### config.mk
export PLATFORM = sky130hd
export DESIGN_NAME = output_channel_divider_cfg
export DESIGN_NICKNAME = d
export VERILOG_FILES = /design/src/rtl/ocd_pkg.sv /design/src/rtl/output_channel_divider_cfg.sv
export VERILOG_INCLUDE_DIRS = /design/src /design/src/rtl
export SDC_FILE = /design/constraint.sdc
export NUM_CORES = 1
export LEC_CHECK = 0
export BUFFER_PORTS_ARGS = -buffer_cell sky130_fd_sc_hd__buf_2
export CAP_MARGIN = 25
export CORE_ASPECT_RATIO = 0.8
export CORE_MARGIN = 2
export CORE_UTILIZATION = 27
export DETAILED_ROUTE_END_ITERATION = 12
export PLACE_DENSITY_LB_ADDON = 0.2
export SKIP_LAST_GASP = 1
export SYNTH_ARGS = -nofsm -noshare
export SYNTH_HDL_FRONTEND = slang
export SYNTH_SLANG_ARGS = --single-unit
### constraint.sdc
create_clock -name pclk -period 3.6 [get_ports pclk]
set_input_delay 0.54 -clock pclk [delete_from_list [all_inputs] [get_ports pclk]]
set_output_delay 0.54 -clock pclk [all_outputs]
set_load 0.005 [all_outputs]
### src/rtl/ocd_cfg.svh
// Register indexes, field positions and reset values for the output channel divider
`ifndef OCD_CFG_SVH
`define OCD_CFG_SVH
// Register indexes; byte address is four times the index
`define IDX_C_PHASE_LEN 12'h0196
`define IDX_C_DIV_CTRL 12'h0197
`define IDX_C_ROUTING 12'h0198
`define IDX_B_ROUTING 12'h0195
`define IDX_DIST_MODE 12'h01E1
`define IDX_STATUS 12'h01F0
// Byte address width of the APB port
`define ADDR_W 14
// Phase length fields
`define LOW_HI 7
`define LOW_LO 4
`define HIGH_HI 3
`define HIGH_LO 0
// Divider control fields
`define BIT_BYPASS 7
`define BIT_NOSYNC 6
`define BIT_FORCE 5
`define BIT_START_HIGH 4
`define OFS_HI 3
`define OFS_LO 0
// Routing fields
`define BIT_DIRECT 1
`define BIT_DUTY_OFF 0
// Distribution mode field
`define BIT_DIST_MODE 0
// Reset values
`define RST_PHASE_LEN 8'h00
`define RST_DIV_CTRL 8'h00
`define RST_ROUTING 8'h00
`define RST_DIST_MODE 8'h00
`endif

### src/rtl/ocd_pkg.sv
// Types shared by the output channel divider
package ocd_pkg;
  // Divider sequencer states
  typedef enum logic [1:0] {
    ST_HOLD = 2'b00,
    ST_DELAY = 2'b01,
    ST_RUN = 2'b10
  } div_state_t;
endpackage

### src/rtl/output_channel_divider_cfg.sv
// Channel C divider with its configuration registers and channel B output routing
//
// Register access over APB is this design's own decision.
`timescale 1ns/1ps
`include "ocd_cfg.svh"

// What this block does
// Low phase lasts low field plus one
// High phase lasts high field plus one
// Bypass stops counting, passes input clock
// Nosync clear obeys sync, set ignores
// Software sets nosync with force high
// Bypass overrides force high
// Force drives output to start level
// Start level picks first phase
// Phase offset delays start by cycles
// Direct clear feeds pair from divider
// Direct set, mode clear: clock to pair
// Mode set ignores channel C direct
// Mode set ignores channel B direct
// Duty bit zero enables correction
// Channel B direct selects its source
// Period equals sum of phase lengths
module output_channel_divider_cfg
  import ocd_pkg::*;
#(
  parameter int CNT_W = 4 // Width of the phase and offset counters
) (
  input wire logic pclk,
  input wire logic presetn,
  input wire logic psel,
  input wire logic penable,
  input wire logic pwrite,
  input wire logic [`ADDR_W-1:0] paddr,
  input wire logic [31:0] pwdata,
  output logic [31:0] prdata,
  output logic pready,
  output logic pslverr,
  input wire logic chan_clk,
  input wire logic sync_req,
  input wire logic div_b_clk,
  output logic pair_c_first_out,
  output logic pair_c_second_out,
  output logic pair_b_first_out,
  output logic pair_b_second_out,
  output logic duty_fix_on_c,
  output logic duty_fix_on_b
);

  // Field widths are fixed at four bits by the register layout
  if (CNT_W != 4) begin : g_width_check
    $error("CNT_W must be 4 to match the register fields");
  end

  // Register state
  logic [7:0] phase_len_q; // Low and high phase lengths
  logic [7:0] phase_len_d;
  logic [7:0] div_ctrl_q; // Bypass, nosync, force, start, offset
  logic [7:0] div_ctrl_d;
  logic [7:0] route_c_q; // Channel C direct and duty bits
  logic [7:0] route_c_d;
  logic [7:0] route_b_q; // Channel B direct and duty bits
  logic [7:0] route_b_d;
  logic [7:0] dist_mode_q; // Global distribution mode
  logic [7:0] dist_mode_d;

  // Divider state
  div_state_t state_q;
  div_state_t state_d;
  logic [CNT_W-1:0] cnt_q; // Input cycles counted in this phase
  logic [CNT_W-1:0] cnt_d;
  logic level_q; // Divided clock level
  logic level_d;
  logic chan_prev_q; // Last sample of the input clock
  logic chan_prev_d;

  // Output state
  logic pair_c_q;
  logic pair_c_d;
  logic pair_b_q;
  logic pair_b_d;
  logic duty_c_q;
  logic duty_c_d;
  logic duty_b_q;
  logic duty_b_d;
  logic [31:0] rdata_q;
  logic [31:0] rdata_d;

  // Decoded fields
  logic [CNT_W-1:0] low_len;
  logic [CNT_W-1:0] high_len;
  logic [CNT_W-1:0] phase_ofs;
  logic bypass;
  logic nosync;
  logic force_on;
  logic start_high;
  logic dist_mode;
  logic chan_rise; // One-cycle enable at each rising edge of the input clock
  logic sync_hold; // Sync request that the divider obeys
  logic [CNT_W-1:0] phase_end; // Last count of the current phase
  logic div_out; // Divider output before routing

  // APB decode
  logic [11:0] reg_idx;
  logic word_ok; // Address is word aligned
  logic hit_len;
  logic hit_ctrl;
  logic hit_rc;
  logic hit_rb;
  logic hit_mode;
  logic hit_stat;
  logic mapped;
  logic wr_en;
  logic rd_setup;

  // Field extraction
  assign low_len = phase_len_q[`LOW_HI:`LOW_LO];
  assign high_len = phase_len_q[`HIGH_HI:`HIGH_LO];
  assign phase_ofs = div_ctrl_q[`OFS_HI:`OFS_LO];
  assign bypass = div_ctrl_q[`BIT_BYPASS];
  assign nosync = div_ctrl_q[`BIT_NOSYNC];
  assign force_on = div_ctrl_q[`BIT_FORCE];
  assign start_high = div_ctrl_q[`BIT_START_HIGH];
  assign dist_mode = dist_mode_q[`BIT_DIST_MODE];

  // Input clock edge as an enable pulse; pclk must run well above it
  assign chan_rise = chan_clk & ~chan_prev_q;

  // Sync is obeyed only while nosync is clear
  assign sync_hold = sync_req & ~nosync;

  // Phase length is field plus one: compare against the field itself
  assign phase_end = level_q ? high_len : low_len;

  // Address decode
  assign reg_idx = paddr[`ADDR_W-1:2];
  assign word_ok = (paddr[1:0] == 2'b00);
  assign wr_en = psel & penable & pwrite;
  assign rd_setup = psel & ~penable & ~pwrite;

  // One decode chain for every mapped register
  always_comb begin
    hit_len = 1'b0;
    hit_ctrl = 1'b0;
    hit_rc = 1'b0;
    hit_rb = 1'b0;
    hit_mode = 1'b0;
    hit_stat = 1'b0;
    // Misaligned addresses map nowhere
    if (!word_ok) begin
      hit_len = 1'b0;
    end else if (reg_idx == `IDX_C_PHASE_LEN) begin
      hit_len = 1'b1;
    end else if (reg_idx == `IDX_C_DIV_CTRL) begin
      hit_ctrl = 1'b1;
    end else if (reg_idx == `IDX_C_ROUTING) begin
      hit_rc = 1'b1;
    end else if (reg_idx == `IDX_B_ROUTING) begin
      hit_rb = 1'b1;
    end else if (reg_idx == `IDX_DIST_MODE) begin
      hit_mode = 1'b1;
    end else if (reg_idx == `IDX_STATUS) begin
      hit_stat = 1'b1;
    end
  end

  assign mapped = hit_len | hit_ctrl | hit_rc | hit_rb | hit_mode | hit_stat;

  // Zero wait states; unmapped access errors in the access phase
  assign pready = 1'b1;
  assign pslverr = psel & penable & ~mapped;
  assign prdata = rdata_q;

  // Register writes; bits above the byte are dropped
  always_comb begin
    phase_len_d = phase_len_q;
    div_ctrl_d = div_ctrl_q;
    route_c_d = route_c_q;
    route_b_d = route_b_q;
    dist_mode_d = dist_mode_q;
    if (wr_en) begin
      // Phase lengths take effect at once, in the end compare of the current phase
      if (hit_len) begin
        phase_len_d = pwdata[7:0];
      end
      // Force without nosync is accepted; software owns that pairing
      if (hit_ctrl) begin
        div_ctrl_d = pwdata[7:0];
      end
      // Only the two routing bits are kept
      if (hit_rc) begin
        route_c_d = {6'b00_0000, pwdata[`BIT_DIRECT], pwdata[`BIT_DUTY_OFF]};
      end
      if (hit_rb) begin
        route_b_d = {6'b00_0000, pwdata[`BIT_DIRECT], pwdata[`BIT_DUTY_OFF]};
      end
      // Only bit zero of the mode register exists here
      if (hit_mode) begin
        dist_mode_d = {7'b000_0000, pwdata[`BIT_DIST_MODE]};
      end
    end
  end

  // Read data is captured in the setup phase so it stands in the access phase
  always_comb begin
    rdata_d = rdata_q;
    if (rd_setup) begin
      // Unmapped reads return zero
      rdata_d = 32'h0000_0000;
      if (hit_len) begin
        rdata_d = {24'h00_0000, phase_len_q};
      end else if (hit_ctrl) begin
        rdata_d = {24'h00_0000, div_ctrl_q};
      end else if (hit_rc) begin
        rdata_d = {24'h00_0000, route_c_q};
      end else if (hit_rb) begin
        rdata_d = {24'h00_0000, route_b_q};
      end else if (hit_mode) begin
        rdata_d = {24'h00_0000, dist_mode_q};
      end else if (hit_stat) begin
        // Status: pair levels, divider level, state, count
        rdata_d = {20'h0_0000, pair_b_q, pair_c_q, level_q, 1'b0, 2'(state_q), 2'b00, cnt_q};
      end
    end
  end

  // Divider sequencer
  always_comb begin
    state_d = state_q;
    cnt_d = cnt_q;
    level_d = level_q;
    chan_prev_d = chan_clk;
    if (bypass) begin
      // Counting logic is frozen while bypassed, as if powered down
      state_d = state_q;
    end else if (sync_hold) begin
      // Held at the start level until the request falls
      state_d = ST_HOLD;
      cnt_d = '0;
      level_d = start_high;
    end else begin
      case (state_q)
        // Sync released: wait out the offset, if any
        ST_HOLD: begin
          cnt_d = '0;
          level_d = start_high;
          state_d = (phase_ofs == '0) ? ST_RUN : ST_DELAY;
        end
        // Coarse phase delay: one input edge per offset step, so offset N costs N input cycles
        ST_DELAY: begin
          if (chan_rise) begin
            if (cnt_q == (phase_ofs - 1'b1)) begin
              state_d = ST_RUN;
              cnt_d = '0;
            end else begin
              cnt_d = cnt_q + 1'b1;
            end
          end
        end
        // Normal division: toggle after field plus one edges
        ST_RUN: begin
          if (chan_rise) begin
            if (cnt_q >= phase_end) begin
              level_d = ~level_q;
              cnt_d = '0;
            end else begin
              cnt_d = cnt_q + 1'b1;
            end
          end
        end
        default: begin
          state_d = ST_HOLD;
        end
      endcase
    end
  end

  // Divider output selection; bypass wins over force
  always_comb begin
    if (bypass) begin
      div_out = chan_clk;
    end else if (force_on) begin
      div_out = start_high;
    end else begin
      div_out = level_q;
    end
  end

  // Output pair routing; distribution mode disables the direct path
  always_comb begin
    if (route_c_q[`BIT_DIRECT] && !dist_mode) begin
      pair_c_d = chan_clk;
    end else begin
      pair_c_d = div_out;
    end
    if (route_b_q[`BIT_DIRECT] && !dist_mode) begin
      pair_b_d = chan_clk;
    end else begin
      pair_b_d = div_b_clk;
    end
    // Correction is on while the disable bit is clear
    duty_c_d = ~route_c_q[`BIT_DUTY_OFF];
    duty_b_d = ~route_b_q[`BIT_DUTY_OFF];
  end

  // Both outputs of a pair carry the same level
  assign pair_c_first_out = pair_c_q;
  assign pair_c_second_out = pair_c_q;
  assign pair_b_first_out = pair_b_q;
  assign pair_b_second_out = pair_b_q;
  assign duty_fix_on_c = duty_c_q;
  assign duty_fix_on_b = duty_b_q;

  // Register bank flops
  always_ff @(posedge pclk or negedge presetn) begin
    if (!presetn) begin
      phase_len_q <= `RST_PHASE_LEN;
      div_ctrl_q <= `RST_DIV_CTRL;
      route_c_q <= `RST_ROUTING;
      route_b_q <= `RST_ROUTING;
      dist_mode_q <= `RST_DIST_MODE;
      rdata_q <= 32'h0000_0000;
    end else begin
      phase_len_q <= phase_len_d;
      div_ctrl_q <= div_ctrl_d;
      route_c_q <= route_c_d;
      route_b_q <= route_b_d;
      dist_mode_q <= dist_mode_d;
      rdata_q <= rdata_d;
    end
  end

  // Divider flops; reset leaves the divider ready to start low
  always_ff @(posedge pclk or negedge presetn) begin
    if (!presetn) begin
      state_q <= ST_HOLD;
      cnt_q <= '0;
      level_q <= 1'b0;
      chan_prev_q <= 1'b0;
    end else begin
      state_q <= state_d;
      cnt_q <= cnt_d;
      level_q <= level_d;
      chan_prev_q <= chan_prev_d;
    end
  end

  // Output flops; one pclk of latency on every path
  always_ff @(posedge pclk or negedge presetn) begin
    if (!presetn) begin
      pair_c_q <= 1'b0;
      pair_b_q <= 1'b0;
      duty_c_q <= 1'b1;
      duty_b_q <= 1'b1;
    end else begin
      pair_c_q <= pair_c_d;
      pair_b_q <= pair_b_d;
      duty_c_q <= duty_c_d;
      duty_b_q <= duty_b_d;
    end
  end

endmodule

; After elaboration in Yosys (flattened, before gate mapping)
; Index checks and enable logic that the tools add are counted.
[totals]
regBits = 65
input_bits = 54
output_inout_bits = 40
elab_cells = 121
[op_classes]
add_sub_neg = 2
order_cmp = 1
eq_ne = 14
n_mux = 53
n_bitwise = 21
reduce_logical = 16
[op_table]
columns = cell, count
row1 = "equality test 12 x 9 -> 1 bit, second input constant", 6
row2 = two-way mux 12 bit, 6
row3 = two-way mux 1 bit, 34
row4 = two-way mux 4 bit, 6
row5 = "!= test 3 bit, second input constant", 4
row6 = case mux 4 bit (3 select lines), 1
row7 = AND reduction 4 bit, 3
row8 = AND reduction 2 bit, 5
row9 = inverter 1 bit, 9
row10 = two-way mux 2 bit, 4
row11 = AND 1 bit, 7
row12 = case mux 2 bit (3 select lines), 1
row13 = OR 1 bit, 5
row14 = "adder 4 x 1 -> 4 bit, second input constant", 1
row15 = equality test 4 bit, 1
row16 = greater-or-equal comparator 4 bit, 1
row17 = logical NOT 2 bit, 2
row18 = logical NOT 4 bit, 1
row19 = nonzero test 4 bit, 1
row20 = "subtractor 4 x 1 -> 4 bit, second input constant", 1
row21 = nonzero test 3 bit, 1
row22 = "equality test 2 x 1 -> 1 bit, second input constant", 1
row23 = "equality test 2 bit, second input constant", 1
row24 = logical AND 1 bit, 2
row25 = other kinds (3), 3

; Logic depth before layout (Yosys ltp)
; Gate-level depths: netlist of the first run.
[depth]
depth_word = 14
mapped_depth = 8
depth_no_buf = 7

; Worst setup path after synthesis of the first run
; No wires, ideal clock.
[synth_timing]
path_type = flip-flop to flip-flop
startpoint = register level_q
endpoint = register cnt_q[2]
setup_ps = 66
arrival_ps = 2430
required_ps = 3534
setup_slack_ps = 1103
stages_incl_launch_ff = 9
n_path_buf = 1
synth_period_minus_slack_ps = 2497
cell_sequence = dfrtp_1 -> clkbuf_1 -> mux2_2 -> ha_1 -> nand2b_1 -> a2111oi_2 -> o21ai_0 -> a2111oi_0 -> a221o_1
[synth_via]
elab_chain_cells = 6
[synth_lines]
columns = item, line
row1 = start: declaration, output_channel_divider_cfg.sv:72  ; logic level_q;
row2 = start signal: assignment, output_channel_divider_cfg.sv:343  ; level_q <= level_d;
row3 = two-way mux 4 bit, output_channel_divider_cfg.sv:133  ; assign phase_end = level_q ? high_len : low_len;
row4 = greater-or-equal comparator 4 bit, output_channel_divider_cfg.sv:263  ; if (cnt_q >= phase_end) begin
row5 = two-way mux 4 bit, output_channel_divider_cfg.sv:263
row6 = two-way mux 4 bit, output_channel_divider_cfg.sv:262  ; if (chan_rise) begin
row7 = case mux 4 bit (3 select lines), output_channel_divider_cfg.sv:242  ; case (state_q)
row8 = two-way mux 4 bit, output_channel_divider_cfg.sv:236  ; end else if (sync_hold) begin
row9 = end signal: assignment, output_channel_divider_cfg.sv:342  ; cnt_q <= cnt_d;
row10 = end: declaration, output_channel_divider_cfg.sv:70  ; logic [CNT_W-1:0] cnt_q;
; Every way passes these cells. The select of a mux whose other input is x is not followed.
; A chain may end at the register's enable or synchronous reset.

; Final worst setup path of the first run
; Ends and elaborated chain as after synthesis.

==> metrics.cfg, run 1 <==
[status]
status=complete, no violations

[sta]
relSlewSlack_pct=56.8
min_period_over_period_pct=76.5
worst_pin_slew_ns=0.638
fmax_mhz=363
fin_crit_ns=2.76
setup_violations=0
hold_ws_ns=0.123
hold_viol_final=0
finalMaxSlewViolations=0
setup-tns-final_ns=0
clock_skew_ns=0.00347
rsz0062_at_grt=false

[logic_synthesis]
synthMuxAreaShare_pct=11.0
netlist_top_cells_count=42 x dfrtp_1, 25 x buf_4, 21 x mux2_1, 19 x nand2_1, 17 x nor2_1
syn_inst=260
synth-xor-area-share_pct=2.16
synthArstFlopShare_pct=100
synth_area_per_cell_um2=10.5
synth_most_common_cell=dfrtp_1
synth_enable_flop_cells=0
ys_seq_elements=44
seq_area_frac_synth_pct=40.6
netlist.top_cell.by_area=dfrtp_1
synth_warnings=0
yosys.area_share.simple_pct=19.0
synth-main-ff-cell=dfrtp_1
synth_area_leaders=dfrtp_1 39%, mux2_1 8.7%, buf_4 6.9%
synth_top_area_share_pct=38.7
netlist_area_um2=2720
synth_cell_types=58
synthAdderAreaFrac_pct=4.60
synth_top_family_by_area=simple AND/OR/NAND/NOR gates
synth-compound-area-share_pct=13.6

[hold_path]
hp-class=in -> async

[setup_path]
crit_arrival_ns=2.98
critPathMaxStageDelay_ns=0.56
rr_worst_depth=7
critPathKind=reg -> reg
reg2reg_to=cnt_q[2]
reg2reg_slack_ns=0.84
crit_family=compound AO/OA/AOI/OAI gates
cp.required_ns=3.82
crit_slowest_cell=dfrtp_1
critPathLaunchType=register
path_max_fanout=8
cp.depth=7
cp_cell_sequence=mux2_2, ha_1, nand2b_1, a2111oi_2, o21ai_0, a2111oi_0, a221o_1
end_kind=register
cp.buffers_inverters=0
r2r-start=level_q

[power]
max-vdd-ir-drop_v=0.000152
p_leak_nw=1.47
power.density_nw_per_um2=356

[job]
cap_violations=0

[floorplan]
die_area_um2=10900
die_h_um=93.8
rows=32
ios=94
fp.dieW_um=116
initial_core_util_pct=27.9
coreArea_um2=9730

[detailed_routing]
routed_wl_um=6410
drc=0
drtPass1Iterations=4
vias=2046
drtIter0Drc=133
wl_per_cell_um=14.4
antenna_left=0
viasPerCell=4.60

[global_routing]
grt_max_degree=45
grt_antenna_before_repair=0
grt_pass1_vias=1969
overflow=0
grt_use_total_pct=12.4
grt_pass1_wl_um=10400

[clocking]
cts_num_sinks=44
hold_buffers=0
ctsHtreeMaxLevel=2
clock_latency_ns=0.28
cts_buffers=5
clock_path_buffers=2
cts.reportedPaths.clkPinSlew_ns=0.06
ctsResizeCount=0
cts_tree=done
cts_setup_buffers=0
cts_root_buf=clkbuf_16

[final_layout]
fin_nets=372
nFillCells=1007
seq_area_um2=1100
areaGrowthSynthToFinish_pct=16.9
multi_input_area_um2=1450
diodes=0
drive_gt1_share_pct=24.3

[placement]
port_buffers=47
gp_congestion=0.879
hpwl_um=4910

-- through the flow --
| step | utilization, % | cell area (um2) | setup slack (ns) | cells | total power, mW |
|---|---|---|---|---|---|
| final | 32.7 | 3180 | 0.845 | 445 | 1.13 |
| after global routing | 32.7 | 3180 | 0.663 | 445 | 1.19 |
| after CTS | 32.5 | 3160 | 0.858 | 444 | 1.15 |
| after detailed placement | 30.9 | 3010 | 0.873 | 436 | 0.675 |
| after global placement | 30.9 | 3010 | 0.941 | 436 | 0.675 |
| after floorplan | - | 2790 | 1.10 | 280 | 0.632 |
-- worst max path at each step --
| stage | start | to |
|---|---|---|
| finish | level_q | cnt_q[2] |
| global route | level_q | cnt_q[2] |
| CTS | level_q | cnt_q[2] |
| detailed placement | level_q | cnt_q[2] |
| global placement | level_q | cnt_q[2] |
| floorplan | level_q | cnt_q[2] |
-- layer usage --
layer	vias to the layer above	wire, um	track usage (%)
met5	-	0	0
met4	0	72	3.08
met3	7	346	2.65
met2	61	2780	18.2
met1	974	3210	18.4
li1	1004	-	-
-- kinds of logic (layout without fill, tap and decap cells) --
logic type	after synthesis	after routing
buffers and inverters	39	68
adders and majority gates	10	10
DFF	44	44
AOI/OAI and AO/OA	47	47
muxes	27	27
xor gates and xnor gates	5	5
other	2	22
and+or+nand+nor	86	86
-- cells in the final DEF (no fill, tap or decap), drive strengths merged, types with 4 or more instances in the layout --
| cell type | netlist | final |
|---|---|---|
| buf | 25 | 49 |
| dfrtp | 42 | 42 |
| conb | 2 | 22 |
| mux2 | 22 | 22 |
| nand2 | 19 | 19 |
| nor2 | 19 | 19 |
| inv | 11 | 11 |
| ha | 10 | 10 |
| nand3 | 8 | 8 |
| o21ai | 8 | 8 |
| nor3 | 7 | 7 |
| clkbuf | 3 | 7 |
| a21oi | 6 | 6 |
| nand4 | 6 | 6 |
| mux2i | 5 | 5 |
| nand2b | 5 | 5 |
| a222oi | 4 | 4 |
| a22o | 4 | 4 |
| nor4 | 4 | 4 |
-- final cells by class --
cell class                 count  share of cell area, %
multi-input combinational    197                   45.6
sequential                    44                   34.7
timing repair buffer          49                   8.27
tap                          136                   5.35
clock buffer                   7                   4.49
inverter                      11                   1.30
clock inverter                 1                  0.236
-- state kept, by name (all words and copies together) (netlist names) --
| register | flops |
|---|---|
| pair_c_first_out | 1 |
| duty_fix_on_b | 1 |
| state_q | 2 |
| duty_fix_on_c | 1 |
| route_c_q | 2 |
| dist_mode_q | 1 |
| div_ctrl_q | 8 |
| prdata | 11 |
| cnt_q | 4 |
| chan_prev_q | 1 |
| pair_b_first_out | 1 |
| route_b_q | 2 |
| phase_len_q | 8 |
| level_q | 1 |
-- report_power, final --
| part | total, mW | switching (mW) | internal [mW] |
|---|---|---|---|
| registers | 0.525 | 0.0165 | 0.508 |
| logic | 0.143 | 0.0822 | 0.0611 |
| clock network | 0.462 | 0.185 | 0.276 |
Power figures use the tool's default switching activity.
==> run 2: changes to the inputs <==
- clock period: 3.6 -> 2.7 ns (I/O delays scaled with it)
==> run 2 against run 1 <==
Effect of this change:
- flip-flop and latch count unchanged
- fmax increased by 14%
- power increased by 43%
==> metrics.cfg, run 2 (synthesized netlist as in run 1, its figures left out) <==
[status]
status=complete, no violations

[final_layout]
largest_register_ffs=11
diodes=0
fin_nets=378
drive_gt1_share_pct=26.0
layout_common_cells=47 x buf_2, 42 x dfrtp_1, 22 x conb_1
nFillCells=1000
final_common_cell=buf_2
areaGrowthSynthToFinish_pct=19.8
final_area_um2=3260
final_core_util_pct=33.5

[detailed_routing]
drtPass1Iterations=5
drtIter0Drc=97
vias=2098
drc=0
viasPerCell=4.65
wl_per_cell_um=15.0
antenna_left=0
routed_wl_um=6760

[placement]
gp_congestion=0.837
dp_slack_ns=0.297
hpwl_um=5160
dpl-instance-area_um2=3050
port_buffers=47

[setup_path]
crit_arrival_ns=2.65
crit_family=compound AO/OA/AOI/OAI gates
critPathKind=reg -> reg
critPathLaunchType=register
crit_slowest_cell=a2111oi_0
cp.required_ns=2.92
end_kind=register
path_max_fanout=3
cp.buffers_inverters=0
critPathMaxStageDelay_ns=0.44
cp_cell_sequence=mux2_2, ha_1, nand2b_1, a2111oi_2, o21ai_0, a2111oi_0, a221o_1

[sta]
worst_pin_slew_ns=0.716
setup-tns-final_ns=0
hold_viol_final=0
finalMaxSlewViolations=0
fmax_mhz=412
clock_skew_ns=0.00339
min_period_over_period_pct=89.8
setup_violations=0
rsz0062_at_grt=false
fin_crit_ns=2.43
fin_ws_ns=0.274
relSlewSlack_pct=51.6

[floorplan]
fp.dieW_um=116
die_h_um=93.8
initial_core_util_pct=27.9
ios=94
rows=32
die_area_um2=10900
coreArea_um2=9730

[clocking]
clock_path_buffers=2
cts_num_sinks=44
cts_tree=done
hold_buffers=0
clock_latency_ns=0.28
cts_setup_buffers=0
cts_root_buf=clkbuf_16
ctsResizeCount=0
cts_buffers=5
cts.reportedPaths.clkPinSlew_ns=0.06
ctsHtreeMaxLevel=2

[global_routing]
use_met2_pct=18.4
grt_pass1_vias=1976
grt_antenna_before_repair=0
grtUsageMet1_pct=19.8
grt_use_total_pct=12.9
use_met3_pct=2.71
grt_pass1_wl_um=10700
overflow=0
busiest_layer=met1
grt_max_degree=45

[power]
max-vdd-ir-drop_v=0.000195
p_leak_nw=1.52
power.density_nw_per_um2=497

[hold_path]
hp-class=in -> async

[job]
cap_violations=0

## run 2: through the flow
stage	power, mW	hold WS [ns]	std cells
finish	1.62	0.106	451
detailed placement	0.909	0.423	442
floorplan	0.842	0.109	280
CTS	1.64	0.294	450
global placement	0.906	0.421	442
global route	1.69	0.137	451
## run 2: layout make-up
class                      instances  area (um2)  area share [%]
multi-input combinational        197        1450            44.5
tap                              136         170            5.22
clock inverter                     2        38.8            1.19
inverter                          11        41.3            1.27
clock buffer                       6         139            4.26
timing repair buffer              55         315            9.68
sequential                        44        1100            33.9
## run 2: power breakdown
group	internal (mW)	total (mW)	switching, mW
clock	0.463	0.716	0.253
combinational	0.0863	0.211	0.125
sequential	0.678	0.692	0.0139
total	1.23	1.62	0.392
## run 2: worst paths after layout
check | start | end | slack [ns] | cells past startpoint
setup / recovery | level_q | cnt_q[2] | 0.27 | 7
hold / removal | presetn | prdata[3] | 0.11 | 1
setup reg to reg | level_q | cnt_q[2] | 0.27 | 7
hold reg to reg | route_b_q[0] | duty_fix_on_b | 0.43 | 1
max in group asynchronous | presetn | phase_len_q[1] | 2.09 | 2
min in group pclk | chan_clk | chan_prev_q | 0.30 | 1
## run 2: routing by layer
layer / share of wire, % / wire [um]
met1: 53 / 3560
met2: 42 / 2870
met3: 4.2 / 282
met5: 0 / 0
met4: 0.68 / 46
